--- src/verilog/itm_pkg.sv ---
// Purpose: Shared constants and types for the interval timer.
// Assumes: A plain register port with 32-bit write data and byte-free word access.
// Notes:   Register offsets are word indices on the plain port.
package itm_pkg;

   // Register address width of the plain port.
   localparam int ADDR_W = 4;

   // Register offsets.
   localparam logic [3:0] OFF_COUNT   = 4'h0;
   localparam logic [3:0] OFF_SCALE   = 4'h1;
   localparam logic [3:0] OFF_PERIOD  = 4'h2;
   localparam logic [3:0] OFF_CTRL    = 4'h3;
   localparam logic [3:0] OFF_STATUS  = 4'h4;
   localparam logic [3:0] OFF_MASK    = 4'h5;

   // Field positions.
   localparam int CTRL_EN_BIT    = 0;
   localparam int STAT_ZERO_BIT  = 0;

   // Reset values.
   localparam logic [15:0] RST_COUNT  = 16'h0000;
   localparam logic [7:0]  RST_SCALE  = 8'h00;
   localparam logic [15:0] RST_PERIOD = 16'h0000;
   localparam logic        RST_EN     = 1'b0;
   localparam logic        RST_STATUS = 1'b0;
   localparam logic        RST_MASK   = 1'b0;

   // Timer run states.
   typedef enum logic [1:0] {
      ST_IDLE = 2'b01,
      ST_RUN  = 2'b10
   } itm_state_t;

   // Register bus request bundle.
   typedef struct packed {
      logic [3:0]  addr;
      logic [31:0] wdata;
      logic        wr;
      logic        rd;
   } itm_req_t;

endpackage

--- src/verilog/itm_timer.sv ---
// Purpose: Programmable interval timer with prescaler, reload and interrupt.
// Assumes: Plain register port; read data appear the cycle after the read strobe.
// Notes:   The counter decrements every scale+1 cycles once enabled.
`timescale 1ns/10ps

// How it works
// - Periodic reloads without software after setup; software clears the sticky status behind each interrupt.
// - Sixteen-bit count decrements once per n cycles.
// - Eight-bit writable scale sets n.
// - Interrupt raised on the strobe that finds the count at one.
// - A strobe at one or zero reloads count from sixteen-bit period.
module itm_timer (
   // Clock and reset.
   input  wire logic        sys_clk,
   input  wire logic        nrst,
   // Register port.
   input  wire logic [3:0]  reg_addr,
   input  wire logic [31:0] reg_wdata,
   input  wire logic        reg_wr,
   input  wire logic        reg_rd,
   output logic [31:0]      reg_rdata,
   // Interrupt.
   output logic             irq
);

   itm_pkg::itm_req_t   req;          // Bundled bus request.
   itm_pkg::itm_state_t st_r;         // Run state.
   itm_pkg::itm_state_t st_nxt;       // Next run state.
   logic [15:0]         count_r;      // Running count.
   logic [15:0]         count_nxt;    // Next running count.
   logic [7:0]          scale_r;      // Prescale value.
   logic [7:0]          scale_nxt;    // Next prescale value.
   logic [15:0]         period_r;     // Reload period.
   logic [15:0]         period_nxt;   // Next reload period.
   logic                en_r;         // Enable bit.
   logic                en_nxt;       // Next enable bit.
   logic                stat_r;       // Sticky zero status.
   logic                stat_nxt;     // Next sticky status.
   logic                mask_r;       // Interrupt mask.
   logic                mask_nxt;     // Next mask.
   logic [31:0]         rdata_r;      // Read data register.
   logic [31:0]         rdata_nxt;    // Next read data.
   logic                irq_r;        // Registered interrupt.
   logic                irq_nxt;      // Next interrupt.
   logic                tick;         // Decrement strobe from the prescaler.
   logic                zero_evt;     // Strobe found the count at one this cycle.
   logic                scale_wr;     // Scale register written.
   logic                run_now;      // Timer is in the run state.
   logic [8:0]          gap_r;        // Cycles since the last strobe, kept for checking only.
   logic [8:0]          gap_nxt;      // Next strobe gap count.
   logic                armed_r;      // A full interval is being measured.
   logic                armed_nxt;    // Next armed flag.

   assign req.addr  = reg_addr;
   assign req.wdata = reg_wdata;
   assign req.wr    = reg_wr;
   assign req.rd    = reg_rd;

   assign scale_wr = req.wr && (req.addr == itm_pkg::OFF_SCALE);
   // The run state, used by the spacing monitor and the assertions.
   assign run_now  = (st_r == itm_pkg::ST_RUN);

   // Prescaler runs only in the run state.
   // A scale write restarts it, so the interval after a write is counted from the write.
   // The trade-off is that the first interval after the write still uses the old scale.
   itm_prescaler u_pre (
      .sys_clk (sys_clk),
      .nrst    (nrst),
      .run     (st_r == itm_pkg::ST_RUN),
      .restart (scale_wr),
      .scale   (scale_r),
      .tick    (tick)
   );

   // The zero event fires on the strobe that finds the count at one and reloads it from the period.
   // A strobe that finds the count already at zero reloads it without an event, so a
   // count of zero left by reset or software does not give a spurious interrupt.
   assign zero_evt = tick && (st_r == itm_pkg::ST_RUN) && (count_r == 16'h0001);

   // Next state of counter, registers and status.
   always_comb begin
      // Registers hold by default; the run state follows the enable and the read data default to zero.
      st_nxt     = st_r;
      count_nxt  = count_r;
      scale_nxt  = scale_r;
      period_nxt = period_r;
      en_nxt     = en_r;
      stat_nxt   = stat_r;
      mask_nxt   = mask_r;
      rdata_nxt  = 32'h0000_0000;
      // Run state follows the enable bit.
      case (st_r)
         itm_pkg::ST_IDLE: begin
            if (en_r) begin
               st_nxt = itm_pkg::ST_RUN;
            end
         end
         itm_pkg::ST_RUN: begin
            if (!en_r) begin
               st_nxt = itm_pkg::ST_IDLE;
            end
         end
         default: begin
            // An illegal state code falls back to idle rather than hanging.
            st_nxt = itm_pkg::ST_IDLE;
         end
      endcase
      // Decrement or reload on each strobe.
      if (tick && st_r == itm_pkg::ST_RUN) begin
         if (count_r <= 16'h0001) begin
            count_nxt = period_r;
         end else begin
            count_nxt = count_r - 16'h0001;
         end
      end
      // Software writes take priority over the counter on the count register.
      if (req.wr) begin
         case (req.addr)
            itm_pkg::OFF_COUNT:  count_nxt  = req.wdata[15:0];
            itm_pkg::OFF_SCALE:  scale_nxt  = req.wdata[7:0];
            itm_pkg::OFF_PERIOD: period_nxt = req.wdata[15:0];
            itm_pkg::OFF_CTRL:   en_nxt     = req.wdata[itm_pkg::CTRL_EN_BIT];
            itm_pkg::OFF_STATUS: begin
               if (req.wdata[itm_pkg::STAT_ZERO_BIT]) begin
                  stat_nxt = 1'b0;
               end
            end
            itm_pkg::OFF_MASK:   mask_nxt   = req.wdata[0];
            default: begin
               mask_nxt = mask_r;
            end
         endcase
      end
      // A new zero event wins over a clear in the same cycle.
      if (zero_evt) begin
         stat_nxt = 1'b1;
      end
      // Read data for the next cycle; unmapped addresses read zero.
      // The data stand for exactly one cycle and are zero otherwise, so the port
      // needs no separate valid signal.
      if (req.rd) begin
         case (req.addr)
            itm_pkg::OFF_COUNT:  rdata_nxt = {16'h0000, count_r};
            itm_pkg::OFF_SCALE:  rdata_nxt = {24'h000000, scale_r};
            itm_pkg::OFF_PERIOD: rdata_nxt = {16'h0000, period_r};
            itm_pkg::OFF_CTRL:   rdata_nxt = {31'h00000000, en_r};
            itm_pkg::OFF_STATUS: rdata_nxt = {31'h00000000, stat_r};
            itm_pkg::OFF_MASK:   rdata_nxt = {31'h00000000, mask_r};
            default:             rdata_nxt = 32'h0000_0000;
         endcase
      end
      irq_nxt = stat_nxt && mask_nxt;
   end

   // Register all state.
   // Status and interrupt load from the same next values, so the line never lags the status.
   always_ff @(posedge sys_clk or negedge nrst) begin
      if (!nrst) begin
         st_r     <= itm_pkg::ST_IDLE;
         count_r  <= itm_pkg::RST_COUNT;
         scale_r  <= itm_pkg::RST_SCALE;
         period_r <= itm_pkg::RST_PERIOD;
         en_r     <= itm_pkg::RST_EN;
         stat_r   <= itm_pkg::RST_STATUS;
         mask_r   <= itm_pkg::RST_MASK;
         rdata_r  <= 32'h0000_0000;
         irq_r    <= 1'b0;
      end else begin
         st_r     <= st_nxt;
         count_r  <= count_nxt;
         scale_r  <= scale_nxt;
         period_r <= period_nxt;
         en_r     <= en_nxt;
         stat_r   <= stat_nxt;
         mask_r   <= mask_nxt;
         rdata_r  <= rdata_nxt;
         irq_r    <= irq_nxt;
      end
   end

   assign reg_rdata = rdata_r;
   assign irq       = irq_r;

   // Strobe spacing monitor. It measures the distance between two strobes so that the
   // assertions below can hold it against the scale register; a scale write or a stop
   // disarms it, because the first strobe after either is not a full interval.
   always_comb begin
      gap_nxt   = gap_r;
      armed_nxt = armed_r;
      if (tick) begin
         gap_nxt = 9'h001;
      end else if (gap_r != 9'h1FF) begin
         gap_nxt = gap_r + 9'h001; // Saturates, so a stalled prescaler never wraps to a match.
      end
      if (!run_now || scale_wr) begin
         armed_nxt = 1'b0;
      end else if (tick) begin
         armed_nxt = 1'b1;
      end
   end

   // Register the spacing monitor.
   always_ff @(posedge sys_clk or negedge nrst) begin
      if (!nrst) begin
         gap_r   <= 9'h000;
         armed_r <= 1'b0;
      end else begin
         gap_r   <= gap_nxt;
         armed_r <= armed_nxt;
      end
   end

   // Assertions.
   // They watch the registers that the logic above drives; bus inputs pick the cycles
   // in which a rule applies, and write data also stand in consequents through $past.
   a_reload_period: assert property (@(posedge sys_clk) disable iff (!nrst)
      (zero_evt && !req.wr) |=> (count_r == $past(period_r)))
      else $error("count not reloaded from period");
   a_decrement_one: assert property (@(posedge sys_clk) disable iff (!nrst)
      (tick && st_r == itm_pkg::ST_RUN && count_r > 16'h0001 && !req.wr)
      |=> (count_r == $past(count_r) - 16'h0001))
      else $error("count did not decrement by one");
   a_hold_no_tick: assert property (@(posedge sys_clk) disable iff (!nrst)
      (!tick && !req.wr) |=> (count_r == $past(count_r)))
      else $error("count moved without a strobe");
   a_zero_status: assert property (@(posedge sys_clk) disable iff (!nrst)
      zero_evt |=> stat_r)
      else $error("zero event did not set status");
   a_irq_follow: assert property (@(posedge sys_clk) disable iff (!nrst)
      (stat_r && mask_r) |-> irq)
      else $error("interrupt not raised for unmasked status");
   a_scale_write: assert property (@(posedge sys_clk) disable iff (!nrst)
      (req.wr && req.addr == itm_pkg::OFF_SCALE) |=> (scale_r == $past(req.wdata[7:0])))
      else $error("scale write lost");
   a_run_enable: assert property (@(posedge sys_clk) disable iff (!nrst)
      en_r |=> ##[0:1] (st_r == itm_pkg::ST_RUN) || !en_r)
      else $error("timer did not start when enabled");
   a_read_zero: assert property (@(posedge sys_clk) disable iff (!nrst)
      (req.rd && req.addr > itm_pkg::OFF_MASK) |=> (reg_rdata == 32'h0000_0000))
      else $error("unmapped read not zero");

   // A masked or cleared status keeps the line low.
   a_irq_quiet: assert property (@(posedge sys_clk) disable iff (!nrst)
      !(stat_r && mask_r) |-> !irq)
      else $error("interrupt raised without unmasked status");

   // Two strobes in a row are exactly scale plus one cycles apart.
   a_tick_gap: assert property (@(posedge sys_clk) disable iff (!nrst)
      (tick && armed_r) |-> (gap_r == ({1'b0, scale_r} + 9'h001)))
      else $error("decrement strobe spacing wrong");

   // Once a full interval has passed, the strobe is due in that very cycle.
   a_tick_due: assert property (@(posedge sys_clk) disable iff (!nrst)
      (armed_r && gap_r == ({1'b0, scale_r} + 9'h001)) |-> tick)
      else $error("decrement strobe missing");

   // While idle only a software write may move the count.
   a_idle_frozen: assert property (@(posedge sys_clk) disable iff (!nrst)
      (!run_now && !req.wr) |=> (count_r == $past(count_r)))
      else $error("count moved while idle");

   // The status bit is set by a zero event and by nothing else.
   a_zero_only: assert property (@(posedge sys_clk) disable iff (!nrst)
      (!stat_r && !zero_evt) |=> !stat_r)
      else $error("status set without zero event");

   // A strobe at a count of zero reloads the period without an event.
   a_zero_silent: assert property (@(posedge sys_clk) disable iff (!nrst)
      (tick && run_now && count_r == 16'h0000 && !req.wr)
      |=> (count_r == $past(period_r)) && (stat_r == $past(stat_r)))
      else $error("zero count not reloaded silently");

   // Writing one to the status bit clears it unless an event lands in the same cycle.
   a_status_clear: assert property (@(posedge sys_clk) disable iff (!nrst)
      (req.wr && req.addr == itm_pkg::OFF_STATUS && req.wdata[itm_pkg::STAT_ZERO_BIT] && !zero_evt)
      |=> !stat_r)
      else $error("status not cleared by write");

   // The run state is always one of the two one-hot codes.
   a_state_onehot: assert property (@(posedge sys_clk) disable iff (!nrst)
      $onehot(st_r))
      else $error("run state code illegal");

   // Clearing the enable stops the timer on the next edge.
   a_stop_disable: assert property (@(posedge sys_clk) disable iff (!nrst)
      (!en_r && run_now) |=> !run_now)
      else $error("timer kept running when disabled");

   // A software write to the count wins over a strobe in the same cycle.
   a_count_write: assert property (@(posedge sys_clk) disable iff (!nrst)
      (req.wr && req.addr == itm_pkg::OFF_COUNT) |=> (count_r == $past(req.wdata[15:0])))
      else $error("count write lost");

   // A period write lands in full.
   a_period_write: assert property (@(posedge sys_clk) disable iff (!nrst)
      (req.wr && req.addr == itm_pkg::OFF_PERIOD) |=> (period_r == $past(req.wdata[15:0])))
      else $error("period write lost");

   // A read of the count returns the value that stood at the read strobe.
   a_read_count: assert property (@(posedge sys_clk) disable iff (!nrst)
      (req.rd && req.addr == itm_pkg::OFF_COUNT) |=> (reg_rdata == {16'h0000, $past(count_r)}))
      else $error("count read wrong");

endmodule

--- src/verilog/itm_prescaler.sv ---
// Purpose: Cycle counter that emits one strobe every scale+1 enabled cycles.
// Assumes: Single clock sys_clk, asynchronous active-low reset.
// Notes:   Restarting on a scale write keeps the first period predictable.
`timescale 1ns/10ps
module itm_prescaler (
   // Clock and reset.
   input  wire logic       sys_clk,
   input  wire logic       nrst,
   // Control.
   input  wire logic       run,
   input  wire logic       restart,
   input  wire logic [7:0] scale,
   // Output strobe.
   output logic            tick
);

   logic [7:0] cnt_r;    // Cycles left before the next strobe.
   logic [7:0] cnt_nxt;  // Next value of the cycle counter.
   logic       tick_r;   // Registered strobe.
   logic       tick_nxt; // Next value of the strobe.

   // Count down and reload from the scale value on expiry.
   always_comb begin
      cnt_nxt  = cnt_r;
      tick_nxt = 1'b0;
      if (!run || restart) begin
         cnt_nxt = scale;
      end else if (cnt_r == 8'h00) begin
         cnt_nxt  = scale;
         tick_nxt = 1'b1;
      end else begin
         cnt_nxt = cnt_r - 8'h01;
      end
   end

   // Register the prescaler state.
   always_ff @(posedge sys_clk or negedge nrst) begin
      if (!nrst) begin
         cnt_r  <= 8'h00;
         tick_r <= 1'b0;
      end else begin
         cnt_r  <= cnt_nxt;
         tick_r <= tick_nxt;
      end
   end

   assign tick = tick_r;

   // A strobe is followed by at least one quiet cycle while running with a nonzero scale.
   a_tick_spacing: assert property (@(posedge sys_clk) disable iff (!nrst)
      (tick && run && !restart && scale != 8'h00) |=> !tick)
      else $error("prescaler strobes too close together");

endmodule

--- config.mk ---
export PLATFORM = sky130hd
export DESIGN_NAME = itm_timer
export DESIGN_NICKNAME = d
export VERILOG_FILES = /design/src/verilog/itm_pkg.sv /design/src/verilog/itm_timer.sv /design/src/verilog/itm_prescaler.sv
export SDC_FILE = /design/constraint.sdc
export NUM_CORES = 1
export LEC_CHECK = 0
export BUFFER_PORTS_ARGS = -buffer_cell sky130_fd_sc_hd__buf_2
export CORE_AREA = 2 2 100 102
export CTS_BUF_LIST = sky130_fd_sc_hd__clkbuf_16
export DETAILED_ROUTE_END_ITERATION = 10
export DIE_AREA = 0 0 102 104
export PLACE_DENSITY = 0.56
export SETUP_SLACK_MARGIN = 0.3
export SYNTH_ARGS = -nofsm -noshare
export SYNTH_HDL_FRONTEND = slang
export SYNTH_SLANG_ARGS = --single-unit
--- constraint.sdc ---
create_clock -name sys_clk -period 6.1 [get_ports sys_clk]
set_input_delay 0.915 -clock sys_clk [delete_from_list [all_inputs] [get_ports sys_clk]]
set_output_delay 0.915 -clock sys_clk [all_outputs]
set_load 0.01 [all_outputs]
Yosys cells after proc, flatten, opt, wreduce, memory -nomap -nowiden
Index checks and enable logic that the tools add are counted.

Register bits: 87. Output and inout port bits: 33. Word-level logic and storage cells: 55. Bits of input ports: 40.

Reductions and logical operators: 12. $add $sub $neg: 2. Mux-type cells: 19. Equal/unequal tests: 10. Order comparisons: 1.

Operators with widths (number): one-hot mux 16 bit (6 select lines) (1); 2-to-1 mux 16 bit (5); == test 16 x 1 -> 1 bit, second input constant (1); <= comparator 16 x 1 -> 1 bit, second input constant (1); 2-to-1 mux 8 bit (2); subtractor 16 x 1 -> 16 bit, second input constant (1); == test 4 x 2 -> 1 bit, second input constant (2); == test 4 x 3 -> 1 bit, second input constant (2); logical NOT 8 bit (1); 2-to-1 mux 1 bit (8); AND reduction 2 bit (4); subtractor 8 x 1 -> 8 bit, second input constant (1); == test 4 x 1 -> 1 bit, second input constant (1); logical AND 1 bit (4); logical NOT 4 bit (1); 2-to-1 mux 2 bit (2); != test 2 bit, second input constant (2); one-hot mux 2 bit (2 select lines) (1); == test 2 x 1 -> 1 bit, second input constant (1); == test 2 bit, second input constant (1); logical NOT 1 bit (1); logical OR 1 bit (1).

Depth between registers and ports, before layout
Gate-level depths: netlist of run 1.

Word-level depth: 5. Depth in mapped cells: 8. Depth with buffers taken out: 7.

Hierarchy
A second synthesis of run 1 with hierarchy kept.

Cell total of the unflattened synthesis: 375. Area total of the unflattened synthesis: 3812.4 µm².

Modules (own cells, without submodules): itm_timer (instances 1, sequential area each 1552.7 µm², cells an instance 320, area an instance 3291.9 µm²); itm_prescaler (instances 1, sequential area each 225.2 µm², cells an instance 55, area an instance 520.5 µm²).

Worst setup path before layout of run 1
Ideal clock, no wire load.

Kind: input-to-reg. Start: input reg_addr[0]. End: register period_r[10]. Arrival time: 2201 ps. Library setup time: 125 ps. Required time: 5975 ps. Buffers on the path: 2. Setup slack: 3775 ps. Stages: 5. Cell sequence: buf_2 > nor4b_4 > nand2_2 > buf_2 > mux2_2.

Longest elaborated chain between the ends: 2.

RTL lines: start, declared (RTL line itm_timer.sv:17) `input wire logic [3:0] reg_addr,`; == test 4 x 2 -> 1 bit (RTL line itm_timer.sv:118) `case (req.addr)`; AND reduction 2 bit (no line); end signal, assigned (RTL line itm_timer.sv:162) `period_r <= itm_pkg::RST_PERIOD;`; end signal, assigned (RTL line itm_timer.sv:172) `period_r <= period_nxt;`; end, declared (RTL line itm_timer.sv:33) `logic [15:0] period_r;`.

Every way passes these cells. A chain may end at the register's enable or synchronous reset.

Worst setup path after layout of run 1
Start: input reg_addr[1]. End: register u_pre.cnt_r[3].

Longest elaborated chain between the ends: 4.

RTL lines: == test 4 x 1 -> 1 bit (RTL line itm_timer.sv:59) `assign scale_wr = req.wr && (req.addr == itm_pkg::OFF_SCALE);`; logical AND 1 bit (RTL line itm_timer.sv:59); logical OR 1 bit (RTL line itm_prescaler.sv:26) `if (!run || restart) begin`; 2-to-1 mux 8 bit (RTL line itm_prescaler.sv:26); net u_pre.cnt_nxt[3] (RTL line itm_prescaler.sv:18) `logic [7:0] cnt_nxt;`; end signal, assigned (RTL line itm_prescaler.sv:42) `cnt_r <= cnt_nxt;`; end, declared (RTL line itm_prescaler.sv:17) `logic [7:0] cnt_r;`.

The timed path passes the listed nets, and every way through them passes these cells.

==> qor_table.md, run 1 <==
| Stage | Result | Value |
| --- | --- | --- |
| status | Run status | finished clean |
| min path | Hold WC Path Type | flop to flop |
| floorplanning | Die area | 10600 um^2 |
| timing | Period Utilization, post-route | 40.9% |
| yosys | Post-synth cell types | 61 |
| clock tree | CTS Hold Buffers Added | 0 |
| global route | GR Overflow Total | 0 |
| global route | Number of global-route vias before repair | 2803 |
| critical path | Data required time at the worst endpoint | 6280 ps |
| cells and area | Syn-to-layout area delta | 13.8% |
| yosys | Number of flops mapped to enable cells by yosys | 0 |
| clock tree | Root cell of the clock tree | sky130_fd_sc_hd__clkbuf_16 |
| critical path | Startpoint of the worst register-to-register path | count_r[4] |
| floorplanning | Chip Height | 104 um |
| critical path | Crit Reg-Reg Endpoint | count_r[2] |
| critical path | Class of the most critical setup path | input pin to flop |
| timing | Number of pins with negative max-slew slack in the final report | 0 |
| placed design | Instance area at placement | 3990 um^2 |
| timing | Worst-case headroom to the max-slew limit | 39.8% |
| power | Clock power frac | 34.8% |
| yosys | Mean Syn Cell Area | 10.1 um^2 |
| timing | Worst hold margin | 444 ps |
| floorplanning | Cell Rows | 36 |
| routing | Overall via count from detail_route | 2841 |
| clock tree | Count of clock tree sinks | 71 |
| power | VDD IR-drop max | 0.000119 V |
| cells and area | Antenna Cells | 0 |
| routing | Average routed wire per standard cell | 16.0 um |
| critical path | Cell count of the worst reg-to-reg path | 5 |
| cells and area | Fraction of final layout cells sized beyond drive strength 1 | 22.6% |
| clock tree | CTS max path bufs | 2 |
| power | Overall power of the completed layout | 1.41 mW |
| critical path | Worst setup SP type | input pin |
| global route | Global-route wire length before repair | 14.6 mm |
| critical path | Worst path arrival time | 2670 ps |
| global route | Pin count of the biggest net entering global routing | 72 |
| routing | Number of nets with antenna violations after routing | 0 |
| routing | Pre-antenna DRT Iters | 4 |
| placed design | RePlAce Congestion | 0.775 |
| routing | Average via count per standard cell | 5.22 |
| cells and area | Finished Cell Area | 4270 um^2 |
| clock tree | Clock-pin slew on the worst setup and hold paths | 60 ps |
| timing | Number of endpoints failing setup at the final stage | 0 |
| cells and area | Fill cell count | 935 |
| yosys | Post-synthesis instance total | 371 |
| clock tree | CTS tree | yes |
| min path | Endpoint of the worst hold-timing path | st_r[0] |
| yosys | Number of flip-flops and latches in the synthesized netlist | 71 |
| yosys | Post-Syn Area | 3750 um^2 |
| timing | Unrepaired setup endpoints after global routing | no |
| timing | Setup Total Neg Slack | 0 ps |
| power | Total internal power | 0.995 mW |
| clock tree | Post-CTS sizing | 0 |
| yosys | Dominant cell type by area after synthesis | sky130_fd_sc_hd__dfrtp_1 |
| critical path | Maximum net fanout on the critical path | 16 |
| routing | Routed wire length | 8.70 mm |
| yosys | Fraction of synthesis flops using an asynchronous set or reset pin | 100% |
| timing | Min cycle time layout | 2500 ps |
| floorplanning | Die X-Extent | 102 um |
| min path | Launch instance of the worst min-delay path | en_r |
| placed design | Placement-stage worst setup slack | 3260 ps |
| timing | Peak Freq | 400 MHz |
| power | Pleak | 1.89 nW |
| yosys | Main flop type after synthesis | sky130_fd_sc_hd__dfrtp_1 |
| power | Net Sw Frac | 29.6% |
| clock tree | Number of buffers inserted during clock tree synthesis | 9 |
| cells and area | Final #Nets | 450 |
| yosys | Leading post-synthesis cells by cell area | sky130_fd_sc_hd__dfrtp_1 47%, sky130_fd_sc_hd__mux2_2 8.4%, sky130_fd_sc_hd__nor2_1 4.1% |
| timing | Worst clock skew | 5.18 ps |
| power | Portion of total power attributed to sequential cells | 46.5% |
| power | Power density over the cells | 331 nW/um^2 |
| clock tree | Setup fix buffers added after clock tree synthesis | 0 |
| yosys | Ys Warns | 0 |
| routing | Post-detailed-route DRC marker count | 0 |
| floorplanning | Initial standard-cell utilization of the core | 39.3% |
| critical path | Type of element capturing the critical path | flop |
| floorplanning | Top-level I/O count | 73 |
| floorplanning | Core Area | 9550 um^2 |
| yosys | Sequential element share of the synthesized area | 47.4% |
| placed design | Count of input and output buffers | 40 |
| global route | Total global-route track usage | 17.5% |
| critical path | Minimum setup slack among reg-to-reg paths | 3810 ps |
| routing | Initial drt markers | 148 |
| power | Gate power share | 18.6% |
| flow run | Max-Cap Viols | 0 |
| clock tree | Clock latency on the worst-skew pair | 320 ps |
| global route | Number of antenna violations at the first check in global routing | 0 |
| yosys | Fraction of post-synthesis cell area in the top cell type by area | 46.7% |
| min path | WHS Path Cells | 1 |
| timing | Actual transition at the worst max-transition pin | 903 ps |
| timing | Setup slack of the critical path after layout | 3600 ps |
| placed design | DP Wirelength | 5.94 mm |
| clock tree | # H-tree levels | 3 |
| timing | Hold Fails Final Rpt | 0 |
| power | Net Switching | 0.418 mW |
-- critical path: stages --
cell and delay, ps:
sky130_fd_sc_hd__buf_2 190, sky130_fd_sc_hd__nor3_1 330, sky130_fd_sc_hd__and3_1 540, sky130_fd_sc_hd__or3b_1 490, sky130_fd_sc_hd__o21ai_0 200
-- power by group through the flow --
| stage | combinational, mW | clock [mW] | sequential [mW] |
|---|---|---|---|
| finish | 0.264 | 0.493 | 0.657 |
| global route | 0.303 | 0.523 | 0.673 |
| CTS | 0.265 | 0.501 | 0.656 |
| detailed placement | 0.263 | 0 | 0.663 |
| global placement | 0.257 | 0 | 0.660 |
| floorplan | 0.214 | 0 | 0.633 |
-- per-stage QoR --
| step | util [%] | instances |
|---|---|---|
| 6_report | 44.7 | 544 |
| 3_5_place_dp | 41.8 | 528 |
| 2_1_floorplan | - | 386 |
| 4_1_cts | 44.7 | 544 |
| 5_1_grt | 44.7 | 544 |
| 3_3_place_gp | 41.8 | 528 |
-- kinds of logic (layout without fill, tap and decap cells) --
| group | Yosys count | count (layout) | share of synthesized area, % |
|---|---|---|---|
| simple gates | 128 | 128 | 17.7 |
| compound gates | 78 | 78 | 13.8 |
| flops | 71 | 71 | 47.4 |
| mux | 41 | 41 | 11.9 |
| buf+inv | 41 | 66 | 6.07 |
| xor+xnor | 7 | 7 | 1.64 |
| fa+ha+maj | 4 | 4 | 1.33 |
| other cells | 1 | 16 | 0.100 |
-- synthesized netlist by cell type (4+ instances only) --
cell type and count:
sky130_fd_sc_hd__dfrtp_1 70, sky130_fd_sc_hd__clkbuf_1 10, sky130_fd_sc_hd__nor2_1 41, sky130_fd_sc_hd__o21ai_0 18, sky130_fd_sc_hd__ha_1 4, sky130_fd_sc_hd__mux2i_1 13
sky130_fd_sc_hd__xnor2_1 4, sky130_fd_sc_hd__nand2_1 30, sky130_fd_sc_hd__o31ai_1 7, sky130_fd_sc_hd__nor4_1 6, sky130_fd_sc_hd__nand3_1 8, sky130_fd_sc_hd__buf_4 16
sky130_fd_sc_hd__inv_1 8, sky130_fd_sc_hd__buf_2 4, sky130_fd_sc_hd__mux2_2 28, sky130_fd_sc_hd__a21oi_1 22, sky130_fd_sc_hd__nor3_1 11, sky130_fd_sc_hd__a31oi_1 5
sky130_fd_sc_hd__nand4_1 4, sky130_fd_sc_hd__or3_1 4, sky130_fd_sc_hd__a22oi_1 9
-- state kept, by name (all words and copies together), names as in the netlist, 2 cells and up --
register / count
u_pre.cnt_r: 8
count_r: 16
period_r: 16
scale_r: 8
st_r: 2
reg_rdata: 16
-- layout make-up --
cell class | count | area, um^2 | share of cell area (%)
tap | 133 | 166 | 3.90
clock inverter | 7 | 52.6 | 1.23
inverter | 8 | 30.0 | 0.704
timing repair buffer | 42 | 215 | 5.04
multi-input combinational | 274 | 1800 | 42.2
sequential | 71 | 1780 | 41.7
clock buffer | 9 | 225 | 5.28
-- layer usage --
layer / vias up / wire length, um / GRT usage, %
met3: 14 / 318 / 3.70
met2: 53 / 3910 / 26.0
met1: 1402 / 4310 / 25.1
met4: 0 / 155 / 6.48
met5: - / 0 / 0
li1: 1372 / - / -
-- layout by cell type (no fill, tap or decap), types with 11 or more instances in the layout --
| cell type | instances |
|---|---|
| sky130_fd_sc_hd__a21oi_1 | 22 |
| sky130_fd_sc_hd__buf_2 | 40 |
| sky130_fd_sc_hd__conb_1 | 16 |
| sky130_fd_sc_hd__dfrtp_1 | 70 |
| sky130_fd_sc_hd__inv_1 | 12 |
| sky130_fd_sc_hd__mux2_2 | 28 |
| sky130_fd_sc_hd__mux2i_1 | 13 |
| sky130_fd_sc_hd__nand2_1 | 30 |
| sky130_fd_sc_hd__nor2_1 | 41 |
| sky130_fd_sc_hd__nor3_1 | 11 |
| sky130_fd_sc_hd__o21ai_0 | 18 |
-- worst max path at each step --
stage,start,endpoint,slack [ps],depth (start not counted)
finish,reg_addr[1],u_pre.cnt_r[3],3600,5
global route,reg_addr[1],u_pre.cnt_r[3],3420,5
floorplan,reg_addr[0],period_r[10],3770,5
global placement,reg_addr[0],period_r[7],3290,4
detailed placement,reg_addr[0],period_r[4],3260,4
CTS,reg_addr[0],period_r[4],3600,4
No activity file was read; power rests on OpenSTA's default activity.
==> run 2, diff against run 1 <==
==> constraint.sdc (replaced) <==
create_clock -name sys_clk -period 2.35 [get_ports sys_clk]
set_input_delay 0.3525 -clock sys_clk [delete_from_list [all_inputs] [get_ports sys_clk]]
set_output_delay 0.3525 -clock sys_clk [all_outputs]
set_load 0.01 [all_outputs]
==> qor_table.md, run 2 (synthesized netlist as in run 1, its figures left out) <==
| Stage | Result | Value |
| --- | --- | --- |
| status | Run status | finished clean |
| cells and area | Filler-free cell count of the finished design | 561 |
| timing | Number of pins with negative max-slew slack in the final report | 0 |
| timing | Worst clock skew | 8.74 ps |
| cells and area | Final #Nets | 467 |
| clock tree | Root cell of the clock tree | sky130_fd_sc_hd__clkbuf_16 |
| critical path | Crit Reg-Reg Endpoint | count_r[14] |
| critical path | Maximum net fanout on the critical path | 7 |
| min path | Hold WC Path Type | input pin to async pin |
| routing | Average via count per standard cell | 5.23 |
| global route | GR Overflow Total | 0 |
| routing | Post-detailed-route DRC marker count | 0 |
| routing | Number of nets with antenna violations after routing | 0 |
| routing | Routed wire length | 8.82 mm |
| flow run | Max-Cap Viols | 0 |
| clock tree | Number of buffers inserted during clock tree synthesis | 9 |
| critical path | Class of the most critical setup path | flop to flop |
| floorplanning | Die area | 10600 um^2 |
| floorplanning | Chip Height | 104 um |
| clock tree | CTS max path bufs | 2 |
| placed design | DP Wirelength | 6.27 mm |
| routing | Initial drt markers | 186 |
| critical path | Worst path arrival time | 2200 ps |
| global route | Global-route wire length before repair | 14.2 mm |
| floorplanning | Cell Rows | 36 |
| critical path | Data required time at the worst endpoint | 2570 ps |
| clock tree | CTS tree | yes |
| cells and area | Fraction of final layout cells sized beyond drive strength 1 | 27.3% |
| placed design | Total instance count after detailed placement | 541 |
| clock tree | Clock latency on the worst-skew pair | 340 ps |
| floorplanning | Top-level I/O count | 73 |
| routing | Pre-antenna DRT Iters | 5 |
| power | Power density over the cells | 840 nW/um^2 |
| routing | Overall via count from detail_route | 2935 |
| clock tree | CTS Hold Buffers Added | 0 |
| power | Pleak | 1.98 nW |
| global route | Total global-route track usage | 17.2% |
| critical path | Crit-path cells | or4_4 > nand2b_4 > o41ai_4 > o21ai_1 > mux2_2 |
| cells and area | Syn-to-layout area delta | 18.2% |
| timing | Min cycle time layout | 1980 ps |
| cells and area | Most common cell after layout, fill and taps aside | sky130_fd_sc_hd__dfrtp_1 |
| critical path | Delay of the slowest cell on the worst path | 580 ps |
| cells and area | Finished Cell Area | 4430 um^2 |
| floorplanning | Initial standard-cell utilization of the core | 39.3% |
| cells and area | Most frequent cells in the layout | 69 x sky130_fd_sc_hd__dfrtp_1, 40 x sky130_fd_sc_hd__nor2_1, 40 x sky130_fd_sc_hd__buf_2, 30 x sky130_fd_sc_hd__nand2_1, 28 x sky130_fd_sc_hd__mux2_2 |
| timing | Unrepaired setup endpoints after global routing | yes |
| floorplanning | Die X-Extent | 102 um |
| timing | Setup slack of the critical path after layout | 366 ps |
| clock tree | Clock-pin slew on the worst setup and hold paths | 50 ps |
| timing | Peak Freq | 504 MHz |
| global route | Pin count of the biggest net entering global routing | 48 |
| cells and area | Antenna Cells | 0 |
| placed design | Count of input and output buffers | 40 |
| critical path | Count of buffering cells on the critical path with inverters included | 0 |
| critical path | Startpoint of the worst register-to-register path | count_r[10] |
| clock tree | # H-tree levels | 3 |
| timing | Period Utilization, post-route | 84.4% |
| placed design | RePlAce Congestion | 0.802 |
| placed design | Placement-stage worst setup slack | 240 ps |
| floorplanning | Core Area | 9550 um^2 |
| timing | Number of endpoints failing setup at the final stage | 0 |
| critical path | Minimum setup slack among reg-to-reg paths | 370 ps |
| global route | Number of antenna violations at the first check in global routing | 0 |
| timing | Worst-case headroom to the max-slew limit | 59.9% |
| clock tree | Count of clock tree sinks | 71 |
| critical path | Top delay family on crit path | simple AND/OR/NAND/NOR gates |
| critical path | CP max-delay cell | sky130_fd_sc_hd__or4_4 |
| power | VDD IR-drop max | 0.000324 V |
| timing | Actual transition at the worst max-transition pin | 602 ps |
| critical path | Stages on the worst setup path | 5 |
| critical path | Cell count of the worst reg-to-reg path | 5 |
| timing | Setup Total Neg Slack | 0 ps |
| placed design | Instance area at placement | 4090 um^2 |
| critical path | Worst setup SP type | flop |
| routing | Average routed wire per standard cell | 15.7 um |
| critical path | Type of element capturing the critical path | flop |
| timing | Hold Fails Final Rpt | 0 |
| global route | Number of global-route vias before repair | 2769 |
run 2: layout make-up:
type                            count  area (um^2)
Fill cell                         898         5120
Tap cell                          133          166
Sequential cell                    71         1780
Timing Repair Buffer               58          335
Clock inverter                      7         52.6
Inverter                            8         30.0
Multi-Input combinational cell    275         1840
Clock buffer                        9          225
run 2: metal layers:
layer  wire length, um  vias up  GRT usage, %
met4               136        0          6.00
met1              4230     1429          24.7
met5                 0        -             0
met3               442        9          3.97
li1                  -     1406             -
met2              4010       91          25.6
run 2: power by group:
part / switching, mW / leakage, nW / internal, mW
Clock: 0.478 / 0.149 / 0.798
Combinational: 0.376 / 0.934 / 0.366
Sequential: 0.245 / 0.891 / 1.46
run 2: worst reg2reg max path: stages, from the launching register on:
cell and delay (ps):
sky130_fd_sc_hd__dfrtp_1 390, sky130_fd_sc_hd__or4_4 580, sky130_fd_sc_hd__nand2b_4 230, sky130_fd_sc_hd__o41ai_4 300
sky130_fd_sc_hd__o21ai_1 100, sky130_fd_sc_hd__mux2_2 270
run 2: what timing repair did:
item / 4_1_cts / 5_1_grt
resized for setup: 1 / 11
pin swaps: 0 / 3
setup endpoints to repair: 4 / 13
gates cloned: 0 / 1
setup buffers: 0 / 3
run 2: worst max-delay path by stage:
stage | startpoint | end | slack [ps]
final | count_r[10] | count_r[14] | 370
after global placement | count_r[4] | count_r[2] | 280
after CTS | count_r[4] | count_r[15] | 290
after global routing | count_r[10] | count_r[4] | 230
after detailed placement | count_r[0] | count_r[13] | 240
after floorplan | count_r[0] | count_r[14] | 350
run 2: metrics by stage:
step           util, %  power (mW)  hold WS (ps)
2_1_floorplan        -        2.20          56.9
3_3_place_gp      42.8        2.41           369
3_5_place_dp      42.8        2.43           373
4_1_cts           45.7        3.72          19.0
5_1_grt           46.4        3.92          42.6
6_report          46.4        3.72          14.0
